===== src/rtl/wpt_map.svh =====
// Purpose: register offsets, field positions and reset values of the wide timer
// Assumes: AXI4-Lite, 32-bit data, one aligned word per register
// Notes: definitions only
`ifndef WPT_MAP_SVH
`define WPT_MAP_SVH
`define WPT_OFF_WIDE_CTL 5'h00
`define WPT_OFF_SHARED_CTL 5'h04
`define WPT_OFF_RELOAD_HI 5'h08
`define WPT_OFF_RELOAD_LO 5'h0c
`define WPT_OFF_CAPT_HI 5'h10
`define WPT_OFF_CAPT_LO 5'h14
`define WPT_OFF_EDGE_STAT 5'h18
`define WPT_OFF_COUNT 5'h1c
`define WPT_CTL_EN 7
`define WPT_CTL_SINGLE 6
`define WPT_CTL_TIMEOUT 5
`define WPT_CTL_RATE_HI 4
`define WPT_CTL_RATE_LO 3
`define WPT_CTL_CAPMASK 2
`define WPT_CTL_TOMASK 1
`define WPT_CTL_PINSEL 0
`define WPT_SH_DEMOD 6
`define WPT_SH_EDGE_HI 5
`define WPT_SH_EDGE_LO 4
`define WPT_SH_OSEL_HI 3
`define WPT_SH_OSEL_LO 2
`define WPT_SH_NINIT 1
`define WPT_SH_WINIT 0
`define WPT_ST_CAP 2
`define WPT_ST_POS 1
`define WPT_ST_NEG 0
`define WPT_RST_BYTE 8'h00
`define WPT_COUNT_MAX 16'hffff
`define WPT_RESP_OKAY 2'b00
`define WPT_RESP_SLVERR 2'b10
`endif


===== src/rtl/wpt_pkg.sv =====
// Purpose: types shared by the wide timer files
// Assumes: nothing
// Notes: output-select codes are hardware encodings
package wpt_pkg;
  typedef enum logic [1:0] {WPT_OSEL_NORMAL = 2'b00, WPT_OSEL_PINGPONG = 2'b01,
    WPT_OSEL_FORCE0 = 2'b10, WPT_OSEL_FORCE1 = 2'b11} wpt_osel_t;
  typedef enum logic [1:0] {WPT_IDLE, WPT_ARMED, WPT_RUN} wpt_state_t;
endpackage


===== src/rtl/wpt_prescale.sv =====
// Purpose: count-rate prescaler, system clock divided by 1, 2, 4 or 8
// Assumes: run low clears the divider so every start is phase aligned
// Notes: tick is combinational from the divider flops
`timescale 1ns/1ps
module wpt_prescale
(
  input wire logic clock,
  input wire logic rst,
  input wire logic run,
  input wire logic [1:0] rate,
  output logic tick
);
  import wpt_pkg::*;
  logic [2:0] div;
  wire [2:0] mask = (3'h1 << rate) - 3'h1;

  // Free divider while running, cleared when stopped
  always_ff @(posedge clock or posedge rst)
  begin
    if (rst)
      div <= 3'h0;
    else if (run)
      div <= div + 3'h1;
    else
      div <= 3'h0;
  end

  assign tick = run && ((div & mask) == mask);
endmodule


===== src/rtl/wpt_timer.sv =====
// Purpose: 16-bit down-counter for pulse transmit, edge demodulation and ping-pong
// Assumes: AXI4-Lite slave, narrow counter lives outside, inputs synchronous
// Notes: pin output lags internal level by one cycle
// Notes on behaviour
// - Unforced output while disabled shows inverse of the initial-value bit.
// - Output-select 10 or 11 forces output 0 or 1 always.
// - Enabling in transmit loads reload high*256+low and sets output to initial.
// - Terminal count in transmit toggles output, sets time-out, requests if masked in.
// - Terminal count stops in single-pass, reloads and continues in modulo-N.
// - Reload writes accepted anytime, used only at the next load.
// - Initial zero wraps to FFFF then FFFE without time-out.
// - Demodulation starts counting only at the first selected edge.
// - Later edges capture complemented count, set edge flag, reload FFFF.
// - Edge-ignore: edges ignored, narrow time-out captures without reload.
// - Writing edge-ignore 0 then 1 allows one more capture and reload.
// - Demodulation terminal count continues from FFFF and sets time-out.
// - Wide counter takes its initial output and reload at ping-pong start.
// - Ping-pong hands enable between narrow and wide counters at each terminal count while the wide counter is single-pass.
// - Output-select 00 ends ping-pong alternation.
// - Hardware clears enables at handover; time-out set on every terminal count.
// - Finishing counter requests terminal-count interrupt when its mask allows.
// - Time-out flag clears only on writing one.
// - Count-rate select divides system clock by 1, 2, 4 or 8.
`timescale 1ns/1ps
`include "wpt_map.svh"
module wpt_timer
(
  input wire logic clock,
  input wire logic rst,
  input wire logic [4:0] s_axi_awaddr,
  input wire logic s_axi_awvalid,
  output logic s_axi_awready,
  input wire logic [31:0] s_axi_wdata,
  input wire logic [3:0] s_axi_wstrb,
  input wire logic s_axi_wvalid,
  output logic s_axi_wready,
  output logic [1:0] s_axi_bresp,
  output logic s_axi_bvalid,
  input wire logic s_axi_bready,
  input wire logic [4:0] s_axi_araddr,
  input wire logic s_axi_arvalid,
  output logic s_axi_arready,
  output logic [31:0] s_axi_rdata,
  output logic [1:0] s_axi_rresp,
  output logic s_axi_rvalid,
  input wire logic s_axi_rready,
  input wire logic signal_in,
  input wire logic narrow_terminal,
  output logic narrow_restart,
  output logic wide_counter_output,
  output logic wide_counter_output_en,
  output logic timeout_request,
  output logic capture_request
);
  import wpt_pkg::*;

  logic aw_held, w_held;
  logic [4:0] aw_addr;
  logic [7:0] w_byte;
  logic w_lane0;
  logic ctl_en, ctl_single, ctl_capmask, ctl_tomask, ctl_pinsel, flag_to;
  logic [1:0] ctl_rate, sh_edge;
  wpt_osel_t sh_osel;
  logic sh_demod, sh_ninit, sh_winit;
  logic [7:0] rl_hi, rl_lo, cap_hi, cap_lo;
  logic flag_pos, flag_neg, flag_cap, rearm, out_level, sig_prev;
  logic [15:0] count;
  wpt_state_t state;
  logic tick;

  // Write side: address and data may arrive in either order
  wire wr_fire = aw_held && w_held && !s_axi_bvalid;
  function automatic logic hit(input logic [4:0] a, input logic [4:0] off);
    hit = (a == off);
  endfunction
  wire wr_map = hit(aw_addr, `WPT_OFF_WIDE_CTL) || hit(aw_addr, `WPT_OFF_SHARED_CTL)
    || hit(aw_addr, `WPT_OFF_RELOAD_HI) || hit(aw_addr, `WPT_OFF_RELOAD_LO)
    || hit(aw_addr, `WPT_OFF_EDGE_STAT);
  wire wr_ok = wr_fire && w_lane0;
  wire wr_ctl = wr_ok && hit(aw_addr, `WPT_OFF_WIDE_CTL);
  wire wr_sh = wr_ok && hit(aw_addr, `WPT_OFF_SHARED_CTL);
  wire wr_st = wr_ok && hit(aw_addr, `WPT_OFF_EDGE_STAT);

  always_ff @(posedge clock or posedge rst)
  begin
    if (rst)
    begin
      aw_held <= 1'b0;
      w_held <= 1'b0;
      aw_addr <= 5'h00;
      w_byte <= `WPT_RST_BYTE;
      w_lane0 <= 1'b0;
      s_axi_bvalid <= 1'b0;
      s_axi_bresp <= `WPT_RESP_OKAY;
    end
    else
    begin
      if (s_axi_awvalid && s_axi_awready)
      begin
        aw_held <= 1'b1;
        aw_addr <= s_axi_awaddr;
      end
      if (s_axi_wvalid && s_axi_wready)
      begin
        w_held <= 1'b1;
        w_byte <= s_axi_wdata[7:0];
        w_lane0 <= s_axi_wstrb[0];
      end
      if (wr_fire)
      begin
        aw_held <= 1'b0;
        w_held <= 1'b0;
        s_axi_bvalid <= 1'b1;
        s_axi_bresp <= wr_map ? `WPT_RESP_OKAY : `WPT_RESP_SLVERR;
      end
      else if (s_axi_bready)
        s_axi_bvalid <= 1'b0;
    end
  end
  assign s_axi_awready = !aw_held && !s_axi_bvalid;
  assign s_axi_wready = !w_held && !s_axi_bvalid;

  // Read side: one-cycle answer, unmapped words read zero with SLVERR
  wire [4:0] ra = s_axi_araddr;
  wire rd_map = hit(ra, `WPT_OFF_WIDE_CTL) || hit(ra, `WPT_OFF_SHARED_CTL) || hit(ra, `WPT_OFF_RELOAD_HI)
    || hit(ra, `WPT_OFF_RELOAD_LO) || hit(ra, `WPT_OFF_CAPT_HI) || hit(ra, `WPT_OFF_CAPT_LO)
    || hit(ra, `WPT_OFF_EDGE_STAT) || hit(ra, `WPT_OFF_COUNT);
  wire [7:0] ctl_rd = {ctl_en, ctl_single, flag_to, ctl_rate, ctl_capmask, ctl_tomask, ctl_pinsel};
  wire [7:0] sh_rd = {1'b0, sh_demod, sh_edge, sh_osel, sh_ninit, sh_winit};
  wire [31:0] rd_mux = hit(ra, `WPT_OFF_WIDE_CTL) ? {24'h0, ctl_rd}
    : hit(ra, `WPT_OFF_SHARED_CTL) ? {24'h0, sh_rd}
    : hit(ra, `WPT_OFF_RELOAD_HI) ? {24'h0, rl_hi}
    : hit(ra, `WPT_OFF_RELOAD_LO) ? {24'h0, rl_lo}
    : hit(ra, `WPT_OFF_CAPT_HI) ? {24'h0, cap_hi}
    : hit(ra, `WPT_OFF_CAPT_LO) ? {24'h0, cap_lo}
    : hit(ra, `WPT_OFF_EDGE_STAT) ? {29'h0, flag_cap, flag_pos, flag_neg}
    : hit(ra, `WPT_OFF_COUNT) ? {16'h0, count} : 32'h0;

  always_ff @(posedge clock or posedge rst)
  begin
    if (rst)
    begin
      s_axi_rvalid <= 1'b0;
      s_axi_rdata <= 32'h0;
      s_axi_rresp <= `WPT_RESP_OKAY;
    end
    else if (s_axi_arvalid && s_axi_arready)
    begin
      s_axi_rvalid <= 1'b1;
      s_axi_rdata <= rd_mux;
      s_axi_rresp <= rd_map ? `WPT_RESP_OKAY : `WPT_RESP_SLVERR;
    end
    else if (s_axi_rready)
      s_axi_rvalid <= 1'b0;
  end
  assign s_axi_arready = !s_axi_rvalid;

  // Counter events; the edge detector compares against last cycle's level
  wire rise = signal_in && !sig_prev;
  wire fall = !signal_in && sig_prev;
  wire sel_edge = (sh_edge[0] && rise) || (sh_edge[1] && fall);
  wire [15:0] reload = {rl_hi, rl_lo};
  wire pp_mode = (sh_osel == WPT_OSEL_PINGPONG);
  wire en_start = wr_ctl && w_byte[`WPT_CTL_EN] && !ctl_en;
  wire pp_start = narrow_terminal && pp_mode && !sh_demod && !ctl_en;
  wire load = en_start || pp_start;
  wire running = (state == WPT_RUN);
  wire tick_hit = running && tick;
  wire at_term = tick_hit && count == 16'h0001;
  wire tx_term = at_term && !sh_demod;
  wire dm_term = at_term && sh_demod;
  wire cap_edge = running && sh_demod && sel_edge && (!ctl_single || rearm);
  wire ign_cap = running && sh_demod && ctl_single && narrow_terminal && !cap_edge;
  wire stop_hw = tx_term && ctl_single;
  wire rearm_set = wr_ctl && w_byte[`WPT_CTL_SINGLE] && !ctl_single;
  wire [15:0] next_count = load ? reload
    : cap_edge ? `WPT_COUNT_MAX
    : dm_term ? `WPT_COUNT_MAX
    : tx_term ? (ctl_single ? 16'h0000 : reload)
    : tick_hit ? count - 16'h0001 : count;

  wpt_prescale u_prescale
  (
    .clock(clock),
    .rst(rst),
    .run(running),
    .rate(ctl_rate),
    .tick(tick)
  );

  // Control registers; hardware clears the enable at single-pass end
  always_ff @(posedge clock or posedge rst)
  begin
    if (rst)
    begin
      {ctl_en, ctl_single, ctl_rate, ctl_capmask, ctl_tomask, ctl_pinsel} <= 7'h00;
      {sh_demod, sh_edge, sh_ninit, sh_winit} <= 5'h00;
      sh_osel <= WPT_OSEL_NORMAL;
      rl_hi <= `WPT_RST_BYTE;
      rl_lo <= `WPT_RST_BYTE;
    end
    else
    begin
      if (wr_ctl)
        {ctl_single, ctl_rate, ctl_capmask, ctl_tomask, ctl_pinsel} <= {w_byte[`WPT_CTL_SINGLE], w_byte[`WPT_CTL_RATE_HI:0]};
      if (load)
        ctl_en <= 1'b1;
      else if (stop_hw || (wr_ctl && !w_byte[`WPT_CTL_EN]))
        ctl_en <= 1'b0;
      if (wr_sh)
      begin
        sh_demod <= w_byte[`WPT_SH_DEMOD];
        sh_edge <= w_byte[`WPT_SH_EDGE_HI:`WPT_SH_EDGE_LO];
        sh_osel <= wpt_osel_t'(w_byte[`WPT_SH_OSEL_HI:`WPT_SH_OSEL_LO]);
        sh_ninit <= w_byte[`WPT_SH_NINIT];
        sh_winit <= w_byte[`WPT_SH_WINIT];
      end
      if (wr_ok && hit(aw_addr, `WPT_OFF_RELOAD_HI))
        rl_hi <= w_byte;
      if (wr_ok && hit(aw_addr, `WPT_OFF_RELOAD_LO))
        rl_lo <= w_byte;
    end
  end

  // Status flags: a hardware set wins over a same-cycle write-one clear
  always_ff @(posedge clock or posedge rst)
  begin
    if (rst)
    begin
      {flag_to, flag_pos, flag_neg, flag_cap} <= 4'h0;
    end
    else
    begin
      flag_to <= (flag_to && !(wr_ctl && w_byte[`WPT_CTL_TIMEOUT])) || at_term;
      flag_pos <= (flag_pos && !(wr_st && w_byte[`WPT_ST_POS])) || (cap_edge && rise);
      flag_neg <= (flag_neg && !(wr_st && w_byte[`WPT_ST_NEG])) || (cap_edge && fall && !rise);
      flag_cap <= (flag_cap && !(wr_st && w_byte[`WPT_ST_CAP])) || cap_edge || ign_cap;
    end
  end

  // Sequencer and count; demodulation waits in ARMED for its first edge
  always_ff @(posedge clock or posedge rst)
  begin
    if (rst)
    begin
      state <= WPT_IDLE;
      count <= 16'h0000;
      out_level <= 1'b0;
      rearm <= 1'b0;
      sig_prev <= 1'b0;
      cap_hi <= 8'h00;
      cap_lo <= 8'h00;
      narrow_restart <= 1'b0;
    end
    else
    begin
      sig_prev <= signal_in;
      count <= next_count;
      narrow_restart <= stop_hw && pp_mode;
      if (rearm_set)
        rearm <= 1'b1;
      else if (cap_edge)
        rearm <= 1'b0;
      if (cap_edge || ign_cap)
        {cap_hi, cap_lo} <= ~count;
      if (load)
        out_level <= sh_winit;
      else if (tx_term)
        out_level <= !out_level;
      if (load)
        state <= sh_demod ? WPT_ARMED : WPT_RUN;
      else if (!ctl_en || stop_hw)
        state <= WPT_IDLE;
      else if (state == WPT_ARMED && sel_edge)
        state <= WPT_RUN;
    end
  end

  // Pin and requests, all registered; force codes override the pin level in every state
  always_ff @(posedge clock or posedge rst)
  begin
    if (rst)
    begin
      wide_counter_output <= 1'b1;
      wide_counter_output_en <= 1'b0;
      timeout_request <= 1'b0;
      capture_request <= 1'b0;
    end
    else
    begin
      if (sh_osel[1])
        wide_counter_output <= sh_osel[0];
      else
        wide_counter_output <= ctl_en ? out_level : !sh_winit;
      wide_counter_output_en <= ctl_pinsel;
      timeout_request <= flag_to && ctl_tomask;
      capture_request <= flag_cap && ctl_capmask;
    end
  end
endmodule


===== config.mk =====
export PLATFORM = sky130hd
export DESIGN_NAME = wpt_timer
export DESIGN_NICKNAME = d
export VERILOG_FILES = /design/src/rtl/wpt_pkg.sv /design/src/rtl/wpt_prescale.sv /design/src/rtl/wpt_timer.sv
export VERILOG_INCLUDE_DIRS = /design/src /design/src/rtl
export SDC_FILE = /design/constraint.sdc
export NUM_CORES = 1
export LEC_CHECK = 0
export ABC_AREA = 1
export BUFFER_PORTS_ARGS = -buffer_cell sky130_fd_sc_hd__buf_2
export CAP_MARGIN = 20
export CORE_MARGIN = 1.5
export CORE_UTILIZATION = 32
export CTS_BUF_LIST = sky130_fd_sc_hd__clkbuf_8 sky130_fd_sc_hd__clkbuf_16
export CTS_CLUSTER_DIAMETER = 40
export DETAILED_ROUTE_END_ITERATION = 10
export GPL_TIMING_DRIVEN = 0
export HOLD_SLACK_MARGIN = 0.02
export PLACE_DENSITY = 0.55
export SLEW_MARGIN = 20
export SYNTH_ARGS = -nofsm -noshare
export SYNTH_HDL_FRONTEND = slang
export SYNTH_SLANG_ARGS = --single-unit

===== constraint.sdc =====
create_clock -name clock -period 3.4 [get_ports clock]
set_clock_uncertainty 0.05 [all_clocks]
set_input_delay 0.51 -clock clock [delete_from_list [all_inputs] [get_ports clock]]
set_output_delay 0.51 -clock clock [all_outputs]
set_load 0.05 [all_outputs]

After elaboration in Yosys (flattened, before gate mapping)
Index checks and enable logic that the tools add are counted.
{"block": "totals", "reg_bits": 133, "input_bits": 55, "output_inout_bits": 46, "elab_cells": 202}
{"block": "classes", "add_sub_neg": 3, "eq_ne": 16, "shifts": 1, "mux": 37, "bitwise_logic": 2, "n_reduce_logical": 103}
{"operator": "$mux 16", "count": 14}
{"operator": "$logic_and 1x1->1", "count": 52}
{"operator": "$eq 5x5->1 const B", "count": 5}
{"operator": "$logic_or 1x1->1", "count": 22}
{"operator": "$eq 5x4->1 const B", "count": 4}
{"operator": "$logic_not 1->1", "count": 18}
{"operator": "$eq 16x1->1 const B", "count": 1}
{"operator": "$mux 1", "count": 16}
{"operator": "$not 16->16", "count": 1}
{"operator": "$sub 16x1->16 const B", "count": 1}
{"operator": "$reduce_bool 2->1", "count": 7}
{"operator": "$mux 2", "count": 6}
{"operator": "$eq 5x3->1 const B", "count": 2}
{"operator": "$logic_not 5->1", "count": 2}
{"operator": "$reduce_bool 5->1", "count": 1}
{"operator": "$eq 2x1->1 const B", "count": 2}
{"operator": "$add 3x1->3 const B", "count": 1}
{"operator": "$and 3x3->3", "count": 1}
{"operator": "$eq 3x3->1", "count": 1}
{"operator": "$mux 3", "count": 1}
{"operator": "$reduce_bool 3->1", "count": 1}
{"operator": "$shl 1x2->3 const A", "count": 1}
{"operator": "$sub 3x1->3 const B", "count": 1}
{"operator": "$eq 2x2->1 const B", "count": 1}

Depth between registers and ports, before layout
Gate-level depths: netlist of the first run.
{"block": "depth", "word_depth": 12, "mapped_depth": 13, "depth_no_buf": 13}

Modules after synthesis
A second synthesis of the first run with hierarchy kept.
{"block": "hier_totals", "hier_cells": 796, "hier_area_um2": 6177.2}
{"mod": "wpt_timer", "instances": 1, "cells_per_inst": 775, "area_per_inst_um2": 6018.3, "seq_area_each_um2": 2803.9}
{"mod": "wpt_prescale", "instances": 1, "cells_per_inst": 21, "area_per_inst_um2": 158.9, "seq_area_each_um2": 75.1}

Worst setup path after synthesis of the first run
Ideal clock, no wire load.
{"block": "synth_path", "kind": "register to register", "startpoint": "reg s_axi_bvalid", "endpoint": "reg w_byte[7]", "setup_time_ns": 0.133, "arrival_ns": 2.085, "required_ns": 3.217, "slack_ns": 1.132, "path_stages_with_launch": 6, "path_buffers": 1, "synth_period_minus_slack_ns": 2.268, "cell_sequence": "dfrtp_1 > nor2_1 > nand2_1 > clkbuf_1 > nor2_1 > a21oi_1"}
{"block": "synth_via", "elab_chain_len": 3}
{"item": "start: declaration", "line": "wpt_timer.sv:38", "rtl": "output logic s_axi_bvalid,"}
{"item": "start signal: assignment", "line": "wpt_timer.sv:93", "rtl": "s_axi_bvalid <= 1'b0;"}
{"item": "start signal: assignment", "line": "wpt_timer.sv:113", "rtl": "s_axi_bvalid <= 1'b1;"}
{"item": "start signal: assignment", "line": "wpt_timer.sv:117", "rtl": "s_axi_bvalid <= 1'b0;"}
{"item": "$logic_not 1->1", "line": "wpt_timer.sv:121", "rtl": "assign s_axi_wready = !w_held && !s_axi_bvalid;"}
{"item": "$logic_and 1x1->1", "line": "wpt_timer.sv:121"}
{"item": "via s_axi_wready", "line": "wpt_timer.sv:36", "rtl": "output logic s_axi_wready,"}
{"item": "$logic_and 1x1->1", "line": "wpt_timer.sv:103", "rtl": "if (s_axi_wvalid && s_axi_wready)"}
{"item": "end signal: assignment", "line": "wpt_timer.sv:91", "rtl": "w_byte <= `WPT_RST_BYTE;"}
{"item": "end signal: assignment", "line": "wpt_timer.sv:106", "rtl": "w_byte <= s_axi_wdata[7:0];"}
{"item": "end: declaration", "line": "wpt_timer.sv:59", "rtl": "logic [7:0] w_byte;"}
The timed path passes the listed nets, and every way through them passes these cells.
A chain may end at the register's enable or synchronous reset.

Worst setup path after layout of the first run
{"block": "layout_path", "startpoint": "reg count[1]", "endpoint": "reg count[9]"}
{"block": "layout_via", "elab_chain_len": 7, "elab_cells_between_ends": 11, "classes_between": "1 x add/sub; 1 x eq/ne; 5 x mux; 4 x reduce/logical"}
{"item": "start: declaration", "line": "wpt_timer.sv:67", "rtl": "logic [15:0] count;"}
{"item": "start signal: assignment", "line": "wpt_timer.sv:258", "rtl": "count <= next_count;"}
{"item": "parallel branches: the longest is 7 deep, another holds $sub 16x1->16"}
Parallel ways; which one is timed is not known. The select of a mux whose other input is x is not followed.

==> results of run 1 <==
[placed cells by master (no fill, tap or decap), types with 18 or more instances in the layout]
cell                      instances
sky130_fd_sc_hd__dfrtp_1        114
sky130_fd_sc_hd__inv_1          103
sky130_fd_sc_hd__buf_4           19
sky130_fd_sc_hd__conb_1          18
sky130_fd_sc_hd__buf_2           63
sky130_fd_sc_hd__a21oi_1         27
sky130_fd_sc_hd__o21ai_0         75
sky130_fd_sc_hd__nand2_1        262
sky130_fd_sc_hd__nor2_1          93
sky130_fd_sc_hd__nand3_1         59
[kinds of logic after synthesis]
family	Yosys count	share of synthesized area
compound gates	114	0.0963
buf+inv	148	0.108
xor+xnor	7	0.0100
flops	115	0.469
other cells	1	0.000611
simple gates	442	0.305
fa+ha+maj	3	0.00612
mux	3	0.00551
[layer usage]
| layer | part of all wire | wire length (microns) |
|---|---|---|
| met1 | 0.49 | 8720 |
| met2 | 0.44 | 7910 |
| met3 | 0.049 | 884 |
| met4 | 0.023 | 418 |
| met5 | 0 | 0 |
[worst paths after layout]
check	depth (start not counted)	slack, ns	end
worst max register to register	12	1.19	count[9]$_DFFE_PP0P_
worst min register to register	0	0.38	wide_counter_output_en$_DFF_PP0_
worst min-delay path	2	0.11	timeout_request$_DFF_PP0_
max in group asynchronous	4	2.38	count[8]$_DFFE_PP0P_
worst max-delay path	12	1.19	count[9]$_DFFE_PP0P_
min in group clock	1	0.20	sig_prev$_DFF_PP0_
[cells in the mapped netlist (2+ instances only)]
| library cell | count |
|---|---|
| sky130_fd_sc_hd__o21ai_1 | 3 |
| sky130_fd_sc_hd__buf_6 | 3 |
| sky130_fd_sc_hd__o31ai_1 | 2 |
| sky130_fd_sc_hd__clkbuf_1 | 8 |
| sky130_fd_sc_hd__o22ai_1 | 4 |
| sky130_fd_sc_hd__mux2_2 | 3 |
| sky130_fd_sc_hd__ha_1 | 3 |
| sky130_fd_sc_hd__inv_2 | 4 |
| sky130_fd_sc_hd__nor3_2 | 2 |
| sky130_fd_sc_hd__o21ai_0 | 75 |
| sky130_fd_sc_hd__nand4_1 | 9 |
| sky130_fd_sc_hd__or2_2 | 2 |
| sky130_fd_sc_hd__nor2_1 | 93 |
| sky130_fd_sc_hd__nor3_1 | 2 |
| sky130_fd_sc_hd__buf_4 | 19 |
| sky130_fd_sc_hd__nand4_4 | 2 |
| sky130_fd_sc_hd__xor2_1 | 6 |
| sky130_fd_sc_hd__nand2_1 | 262 |
| sky130_fd_sc_hd__nand3_1 | 59 |
| sky130_fd_sc_hd__inv_1 | 103 |
| sky130_fd_sc_hd__buf_2 | 8 |
| sky130_fd_sc_hd__clkinv_1 | 3 |
| sky130_fd_sc_hd__dfrtp_1 | 114 |
| sky130_fd_sc_hd__a21oi_1 | 27 |
| sky130_fd_sc_hd__nand3_2 | 2 |
| sky130_fd_sc_hd__nor2_2 | 4 |
[final cells by class]
| class | count | area, sq um |
|---|---|---|
| buffer | 38 | 246 |
| tap | 234 | 293 |
| fill | 1982 | 11300 |
| multi-input combinational | 587 | 2660 |
| inverter | 110 | 417 |
| timing repair buffer | 58 | 335 |
| sequential | 115 | 2880 |
| clock inverter | 14 | 199 |
| clock buffer | 18 | 439 |
[power breakdown]
part / total [mW] / leakage, nW / switching (mW) / internal, mW
logic: 2.13 / 2.16 / 1.50 / 0.634
registers: 2.25 / 1.44 / 0.436 / 1.81
clock network: 1.94 / 0.306 / 0.687 / 1.25
[state kept, by name, summed over array words and instances (netlist names), 2 cells and up]
| name | count |
|---|---|
| count | 16 |
| s_axi_rdata | 16 |
| cap_hi | 8 |
| cap_lo | 8 |
| rl_hi | 8 |
| rl_lo | 8 |
| w_byte | 8 |
| aw_addr | 5 |
| u_prescale.div | 3 |
| ctl_rate | 2 |
| sh_edge | 2 |
| sh_osel | 2 |
| state | 2 |
[worst max-delay path: stages (launching register included)]
cell and delay, ns:
sky130_fd_sc_hd__dfrtp_1 0.39, sky130_fd_sc_hd__inv_1 0.16, sky130_fd_sc_hd__ha_1 0.25, sky130_fd_sc_hd__nand2_1 0.07, sky130_fd_sc_hd__nor2_1 0.10, sky130_fd_sc_hd__nand2_1 0.05
sky130_fd_sc_hd__nor2_1 0.23, sky130_fd_sc_hd__nand3_2 0.21, sky130_fd_sc_hd__buf_2 0.26, sky130_fd_sc_hd__nand2_1 0.08, sky130_fd_sc_hd__nand3_1 0.07, sky130_fd_sc_hd__nand2_1 0.12
sky130_fd_sc_hd__nand2_1 0.06
[through the flow]
step           setup WS (ns)  power (mW)   util  instances  cell area [sq um]
2_1_floorplan           1.13        3.69      -        850               6200
3_3_place_gp           0.574        4.37  0.361       1139               6770
3_5_place_dp            1.08        4.40  0.364       1142               6830
4_1_cts                 1.18        6.36  0.398       1174               7470
5_1_grt                 1.00        6.76  0.398       1174               7470
6_report                1.19        6.32  0.398       1174               7470
==> results.yml, run 1 <==
cts:
  cts_hold_repair.buffers: 0
  clk_pin_slew_worst_paths_ns: 0.06
  cts.root.buffer_cell: "sky130_fd_sc_hd__clkbuf_16"
  ctsLongestPathBuffers: 2
  post_cts_sizing: 0
  htree_num_levels: 4
  cts.sinks: 115
  tritoncts: "yes"
  tritoncts.num_buffers: 17
  cts_setup_buffers: 0
  worst_skew_pair_later_pin_latency_ns: 0.42
detailed_routing:
  first_iter_violations: 409
  wl_microns: 17900
  number_of_nets_with_antenna_violations_after_routing: 0
  drcViolationCount: 0
  via_per_inst: 4.69
  wire_per_inst_microns: 15.3
  drt-pass1-iter-count: 7
  dr_total_vias: 5502
grt:
  grt_use_met1: 0.259
  grt_overflow_total: 0
  grt_usage: 0.191
  grt_first_pass_wirelength_microns: 28700
  globalRouteMet3Util: 0.0405
  busiest_layer: "met2"
  grt_max_degree: 32
  antenna_found_initial: 0
  grtUsageMet2: 0.300
  via_count_of_the_first_global_routing_pass: 5257
timing:
  setup-tns-final_ns: 0
  final_min_period_over_clock_period: 0.649
  rsz0062_at_grt: "false"
  report.final.hold_viol_count: 0
  report.final.setup_viol: 0
  worstMarginPinSlew_ns: 0.642
  slew_viol_final: 0
  slew_margin_rel: 0.572
  fin_worst_hold_slack_ns: 0.106
  final_period_minus_worst_setup_slack_ns: 2.21
  max_clock_freq_mhz: 453
synth:
  synth.cell_area_sq_um: 6130
  synth-edff-count: 0
  netlist.area_leader.share: 0.465
  synth.avg_cell_area_sq_um: 7.36
  fraction_of_registers_with_async_set_reset: 1.00
  yosys_warnings: 0
  synth_sequential_area_ratio: 0.469
  syn_inst: 833
  synth_ff_type: "sky130_fd_sc_hd__dfrtp_1"
  synth_cell_types: 37
  synth_top_area_cell: "sky130_fd_sc_hd__dfrtp_1"
  postSynthRegisterBits: 115
  ys_top_cells_by_area: "sky130_fd_sc_hd__dfrtp_1 47%, sky130_fd_sc_hd__nand2_1 16%, sky130_fd_sc_hd__inv_1 6.3%, sky130_fd_sc_hd__o21ai_0 6.1%, sky130_fd_sc_hd__nor2_1 5.7%"
worst_setup_path:
  timing.critical_path.from_type: "register"
  worst_setup_path_start: "count[1]$_DFFE_PP0P_"
  crit_path_end_kind: "register"
  cp.required_ns: 3.65
  critPathArrivalTime_ns: 2.46
  setup.worst_path.class: "register to register"
  regToRegStartpoint: "count[1]$_DFFE_PP0P_"
  critPathMaxFanout: 10
final_layout:
  syn2layout_area_growth_pct: 21.7
  fraction_of_layout_instances_using_a_drive_strength_above_1: 0.153
  antenna_cells_inserted: 0
  final_net_count: 985
status:
  outcome: "finished, final reports clean"
placed_design:
  gp_congestion: 0.863
  dp_hpwl_microns: 13800
  place.port_buffers: 55
power_and_ir_drop:
  leakagePower_nw: 3.91
  p_per_area_nw_per_um2: 847
  vdd_ir_drop_max_uv: 529
die:
  die-area_sq_um: 20000
  initial_core_util: 0.327
  core-area_sq_um: 18800
  placementRows: 50
  chipHeight_microns: 141
  die_width_microns: 141
  boundary_pins: 101
min_path:
  hold_path.class: "input port to async pin"
job:
  cap_violations: 0
Power figures use the tool's default switching activity.
==> run 2, diff against run 1 <==
- PLACE_DENSITY: 0.55 -> 0.53
- clock period: 3.4 -> 2.1 ns (I/O delays scaled with it)
==> run 2 against run 1 <==
Critical path depth grew 1. First-iteration DRC count shrank 3.7%. Power grew 63%. Hold slack lost 0.066 ns. Non-clock buffer count grew 4. Combinational power grew 65%. Clock power grew 61%. Via count grew 2.1%.
==> results.yml, run 2 (synthesis gave the netlist of run 1 again) <==
grt:
  grt_first_pass_wirelength_microns: 29400
  grt_overflow_total: 0
  via_count_of_the_first_global_routing_pass: 5431
  grt_usage: 0.195
  grt_max_degree: 33
  antenna_found_initial: 0
timing:
  worstMarginPinSlew_ns: 0.603
  final_min_period_over_clock_period: 0.928
  layout_setup_ws_ns: 0.151
  setup-tns-final_ns: 0
  slew_viol_final: 0
  final_period_minus_worst_setup_slack_ns: 1.95
  fin_worst_hold_slack_ns: 0.0399
  report.final.setup_viol: 0
  report.final.hold_viol_count: 0
  rsz0062_at_grt: "true"
  max_clock_freq_mhz: 513
  slew_margin_rel: 0.598
detailed_routing:
  via_per_inst: 4.77
  drt-pass1-iter-count: 6
  wire_per_inst_microns: 15.5
  number_of_nets_with_antenna_violations_after_routing: 0
  wl_microns: 18300
  dr_total_vias: 5617
  drcViolationCount: 0
  first_iter_violations: 394
cts:
  tritoncts.num_buffers: 17
  cts.sinks: 115
  htree_num_levels: 4
  tritoncts: "yes"
  worst_skew_pair_later_pin_latency_ns: 0.42
  cts.root.buffer_cell: "sky130_fd_sc_hd__clkbuf_16"
  clk_pin_slew_worst_paths_ns: 0.06
  ctsLongestPathBuffers: 2
status:
  outcome: "finished, final reports clean"
worst_setup_path:
  critPathArrivalTime_ns: 2.26
  crit_path_end_kind: "register"
  critPathMaxFanout: 10
  timing.critical_path.from_type: "register"
  regToRegSetupSlack_ns: 0.15
  cp.required_ns: 2.41
  r2r_cells: 13
  setup.worst_path.class: "register to register"
die:
  boundary_pins: 101
  die_width_microns: 141
  core-area_sq_um: 18800
  die-area_sq_um: 20000
  initial_core_util: 0.327
  chipHeight_microns: 141
  placementRows: 50
final_layout:
  syn2layout_area_growth_pct: 23.3
  layout.filler_cells: 1973
  layout.cells.most_common: "sky130_fd_sc_hd__nand2_1"
  most-common-layout-cells: "260 x sky130_fd_sc_hd__nand2_1, 114 x sky130_fd_sc_hd__dfrtp_1, 102 x sky130_fd_sc_hd__inv_1"
  multiInputGateArea_sq_um: 2710
  final_net_count: 989
  antenna_cells_inserted: 0
  fraction_of_layout_instances_using_a_drive_strength_above_1: 0.165
  fin_area_sq_um: 7560
  final_core_utilization: 0.403
  seq_area_sq_um: 2880
  layout_top_registers: "count x16, s_axi_rdata x16"
min_path:
  timing.hold.worst_path_depth: 2
  hold_path.class: "input port to register"
placed_design:
  placed_cell_area_sq_um: 6830
  preCtsSetupSlack_ns: -0.106
  place.port_buffers: 55
  dp_hpwl_microns: 14100
  gp_congestion: 0.880
power_and_ir_drop:
  leakagePower_nw: 3.94
  p_per_area_nw_per_um2: 1360
  vdd_ir_drop_max_uv: 778
job:
  cap_violations: 0
[run 2: cell types whose count changed in the layout (fill, tap and decap cells not counted), sizes merged]
cell         delta
buf             +2
inv             -1
dlygate4sd3     +3
[run 2: final timing paths]
check	to	start
max	count[9]$_DFFE_PP0P_	count[1]$_DFFE_PP0P_
min	s_axi_rvalid$_DFFE_PP0P_	s_axi_rready
max reg2reg	count[9]$_DFFE_PP0P_	count[1]$_DFFE_PP0P_
min reg2reg	wide_counter_output_en$_DFF_PP0_	ctl_pinsel$_DFFE_PP0N_
max in group asynchronous	count[9]$_DFFE_PP0P_	rst
min in group asynchronous	ctl_capmask$_DFFE_PP0N_	rst
[run 2: area by class of cell]
type	count	area share
flip-flops and latches	115	0.381
multi-input cells	587	0.358
clock buffers	19	0.0599
inverters	110	0.0551
repair buffers	63	0.0503
well taps	234	0.0387
plain buffers	37	0.0326
clock inverters	13	0.0240
[run 2: routing by layer]
metal  share of wire  global-route usage  routed length [microns]  up-vias
met1            0.47               0.268                     8620     2645
li1                -                   -                        -     2786
met4           0.014              0.0586                      251        0
met3           0.054              0.0354                      988       21
met2            0.46               0.313                     8420      165
met5               0                   0                        0        -
[run 2: worst max-delay path, stage by stage, from the launching register on]
cell and delay [ns]:
sky130_fd_sc_hd__dfrtp_1 0.40, sky130_fd_sc_hd__inv_2 0.13, sky130_fd_sc_hd__ha_4 0.16, sky130_fd_sc_hd__inv_1 0.05
sky130_fd_sc_hd__nor2_1 0.10, sky130_fd_sc_hd__nand2_1 0.08, sky130_fd_sc_hd__nor2_1 0.12, sky130_fd_sc_hd__nand2_2 0.11
sky130_fd_sc_hd__nor3_4 0.23, sky130_fd_sc_hd__nor2_4 0.09, sky130_fd_sc_hd__buf_6 0.15, sky130_fd_sc_hd__nand3_1 0.06
sky130_fd_sc_hd__nand2_1 0.10, sky130_fd_sc_hd__nand2_1 0.07
[run 2: stage by stage]
stage          instances  power (mW)
6_report            1178        10.3
5_1_grt             1178        11.0
4_1_cts             1179        10.3
3_5_place_dp        1142        7.15
3_3_place_gp        1139        7.09
2_1_floorplan        850        5.99
[run 2: repair_timing]
action,CTS,global route
resized for setup,4,13
pin swaps,1,1
hold buffers,3,0
setup endpoints to repair,12,29
hold endpoints to repair,21,0
buffers inserted,2,0
[run 2: report_power, final]
group | internal, mW | total (mW) | leakage (nW) | switching, mW
logic | 1.05 | 3.51 | 2.19 | 2.46
clock network | 2.05 | 3.12 | 0.309 | 1.08
registers | 2.94 | 3.67 | 1.44 | 0.735
==> run 3, diff against run 2 <==
- CORE_UTILIZATION: 32 -> 30
- CTS_CLUSTER_DIAMETER: 40 -> default
- PLACE_DENSITY: 0.53 -> default
==> run 3 against run 2 <==
Setup slack got worse by 0.018 ns. Non-clock buffer count stayed put. Power is 1.0% lower. Hold slack improved by 0.00053 ns. Sequential power about the same. Critical endpoint is now state[1]$_DFFE_PP0P_. Die area is 6.5% higher. Core utilization fell by 2.7 points. Cell area up 0.28%. Highest routed layer unchanged. Maximum frequency fell by 0.91%. Routed wire length down 3.5%. Critical path type unchanged. Via count fell by 0.30%.
==> results.yml, run 3 (synthesis gave the netlist of run 1 again) <==
status:
  outcome: "finished, final reports clean"
final_layout:
  fin_area_sq_um: 7580
  syn2layout_area_growth_pct: 23.6
  most-common-layout-cells: "262 x sky130_fd_sc_hd__nand2_1, 114 x sky130_fd_sc_hd__dfrtp_1, 101 x sky130_fd_sc_hd__inv_1"
  final_net_count: 989
  layout_top_registers: "count x16, s_axi_rdata x16"
  multiInputGateArea_sq_um: 2680
  fraction_of_layout_instances_using_a_drive_strength_above_1: 0.163
  antenna_cells_inserted: 0
  layout.cells.most_common: "sky130_fd_sc_hd__nand2_1"
  layout.filler_cells: 2142
  seq_area_sq_um: 2880
detailed_routing:
  number_of_nets_with_antenna_violations_after_routing: 0
  first_iter_violations: 408
  dr_total_vias: 5600
  wl_microns: 17600
  wire_per_inst_microns: 14.5
  drcViolationCount: 0
  drt-pass1-iter-count: 5
  via_per_inst: 4.61
min_path:
  hold_path.class: "input port to register"
  timing.hold.worst_path_depth: 2
  hold_end: "s_axi_rvalid$_DFFE_PP0P_"
  worst_hold_startpoint: "s_axi_rready"
job:
  cap_violations: 0
timing:
  final_min_period_over_clock_period: 0.937
  worstMarginPinSlew_ns: 0.573
  final_period_minus_worst_setup_slack_ns: 1.97
  report.final.setup_viol: 0
  max_clock_freq_mhz: 508
  layout_setup_ws_ns: 0.133
  fin_worst_hold_slack_ns: 0.0404
  setup-tns-final_ns: 0
  slew_viol_final: 0
  slew_margin_rel: 0.618
  report.final.hold_viol_count: 0
worst_setup_path:
  regToRegStartpoint: "count[1]$_DFFE_PP0P_"
  crit_path_cell_trace: "inv_2, ha_2, nand2_1, nor2_1, nand2_1, nor2_2, nand2_1, nor2_2, nand2_1, nand2_1, nand2_1, nand2_1, nand2_1"
  timing.critical_path.from_type: "register"
  critPathMaxFanout: 4
  cp_common_cell: "sky130_fd_sc_hd__nand2_1"
  crit_path_end_kind: "register"
  critical_path.slowest_cell: "sky130_fd_sc_hd__dfrtp_1"
  cp.required_ns: 2.37
  worst_path_largest_cell_delay_ns: 0.40
  worstPathBufferInverterCount: 1
  worst_r2r_endpoint: "state[1]$_DFFE_PP0P_"
  critical-path-top-delay-family: "simple AND/OR/NAND/NOR gates"
  critPathArrivalTime_ns: 2.24
  setup.worst_path.class: "register to register"
  r2r_cells: 13
  regToRegSetupSlack_ns: 0.13
die:
  chipHeight_microns: 146
  die-area_sq_um: 21300
  core-area_sq_um: 20200
  placementRows: 52
  die_width_microns: 146
  initial_core_util: 0.304
  boundary_pins: 101
power_and_ir_drop:
  leakagePower_nw: 3.93
  vdd_ir_drop_max_uv: 687
  p_per_area_nw_per_um2: 1350
  p_total_mw: 10.2
cts:
  tritoncts.num_buffers: 17
  ctsLongestPathBuffers: 2
  clk_pin_slew_worst_paths_ns: 0.06
  htree_num_levels: 4
  cts.sinks: 115
  tritoncts: "yes"
  worst_skew_pair_later_pin_latency_ns: 0.43
  cts.root.buffer_cell: "sky130_fd_sc_hd__clkbuf_16"
grt:
  via_count_of_the_first_global_routing_pass: 5368
  grt_max_degree: 30
  grt_overflow_total: 0
  grt_usage: 0.175
  antenna_found_initial: 0
  grt_first_pass_wirelength_microns: 28600
placed_design:
  placed_cell_area_sq_um: 6910
  place.port_buffers: 55
  gp_congestion: 0.881
  preCtsSetupSlack_ns: -0.0858
  dp_hpwl_microns: 13900
run 3: cell count changes in the layout (fill, tap and decap cells not counted), sizes merged:
cell / delta
clkbuf: -1
clkinv: +3
clkinvlp: +1
inv: -3
run 3: area by class of cell:
cell class | count | share of cell area
Tap cell | 270 | 0.0446
Sequential cell | 115 | 0.380
Inverter | 110 | 0.0550
Clock buffer | 18 | 0.0579
Clock inverter | 14 | 0.0246
Buffer | 37 | 0.0320
Timing Repair Buffer | 63 | 0.0528
Multi-Input combinational cell | 587 | 0.353
run 3: how the worst max path moves through the flow:
stage,startpoint,to,slack (ns),depth (start not counted)
finish,count[1]$_DFFE_PP0P_,state[1]$_DFFE_PP0P_,0.13,13
global route,count[1]$_DFFE_PP0P_,state[1]$_DFFE_PP0P_,-0.02,13
CTS,count[1]$_DFFE_PP0P_,state[1]$_DFFE_PP0P_,0.008,13
detailed placement,count[1]$_DFFE_PP0P_,count[11]$_DFFE_PP0P_,-0.09,12
global placement,rst,count[13]$_DFFE_PP0P_,-0.48,2
floorplan,s_axi_rvalid$_DFFE_PP0P_,s_axi_rdata[3]$_DFFE_PP0P_,0.03,7
run 3: layer usage:
metal / wire, microns / vias up / share of wire / GRT usage
met5: 0 / - / 0 / 0
met4: 302 / 0 / 0.017 / 0.0581
met3: 1060 / 23 / 0.060 / 0.0414
met2: 7990 / 173 / 0.45 / 0.276
met1: 8280 / 2613 / 0.47 / 0.237
li1: - / 2791 / - / -
run 3: through the flow:
stage	utilization	instances
after floorplan	-	850
after global placement	0.338	1175
after detailed placement	0.342	1179
after CTS	0.375	1215
after global routing	0.376	1214
final	0.376	1214
run 3: power by group:
part / internal (mW) / switching [mW]
Combinational: 1.04 / 2.42
Clock: 2.01 / 1.07
Sequential: 2.94 / 0.718
run 3: timing repair:
item,in CTS,in global routing
endpoints found under the setup margin,9,27
hold buffers,3,0
gates resized for setup,1,6
setup buffers,1,0
cloned,0,0
hold endpoints to repair,17,0
pin swaps,1,0
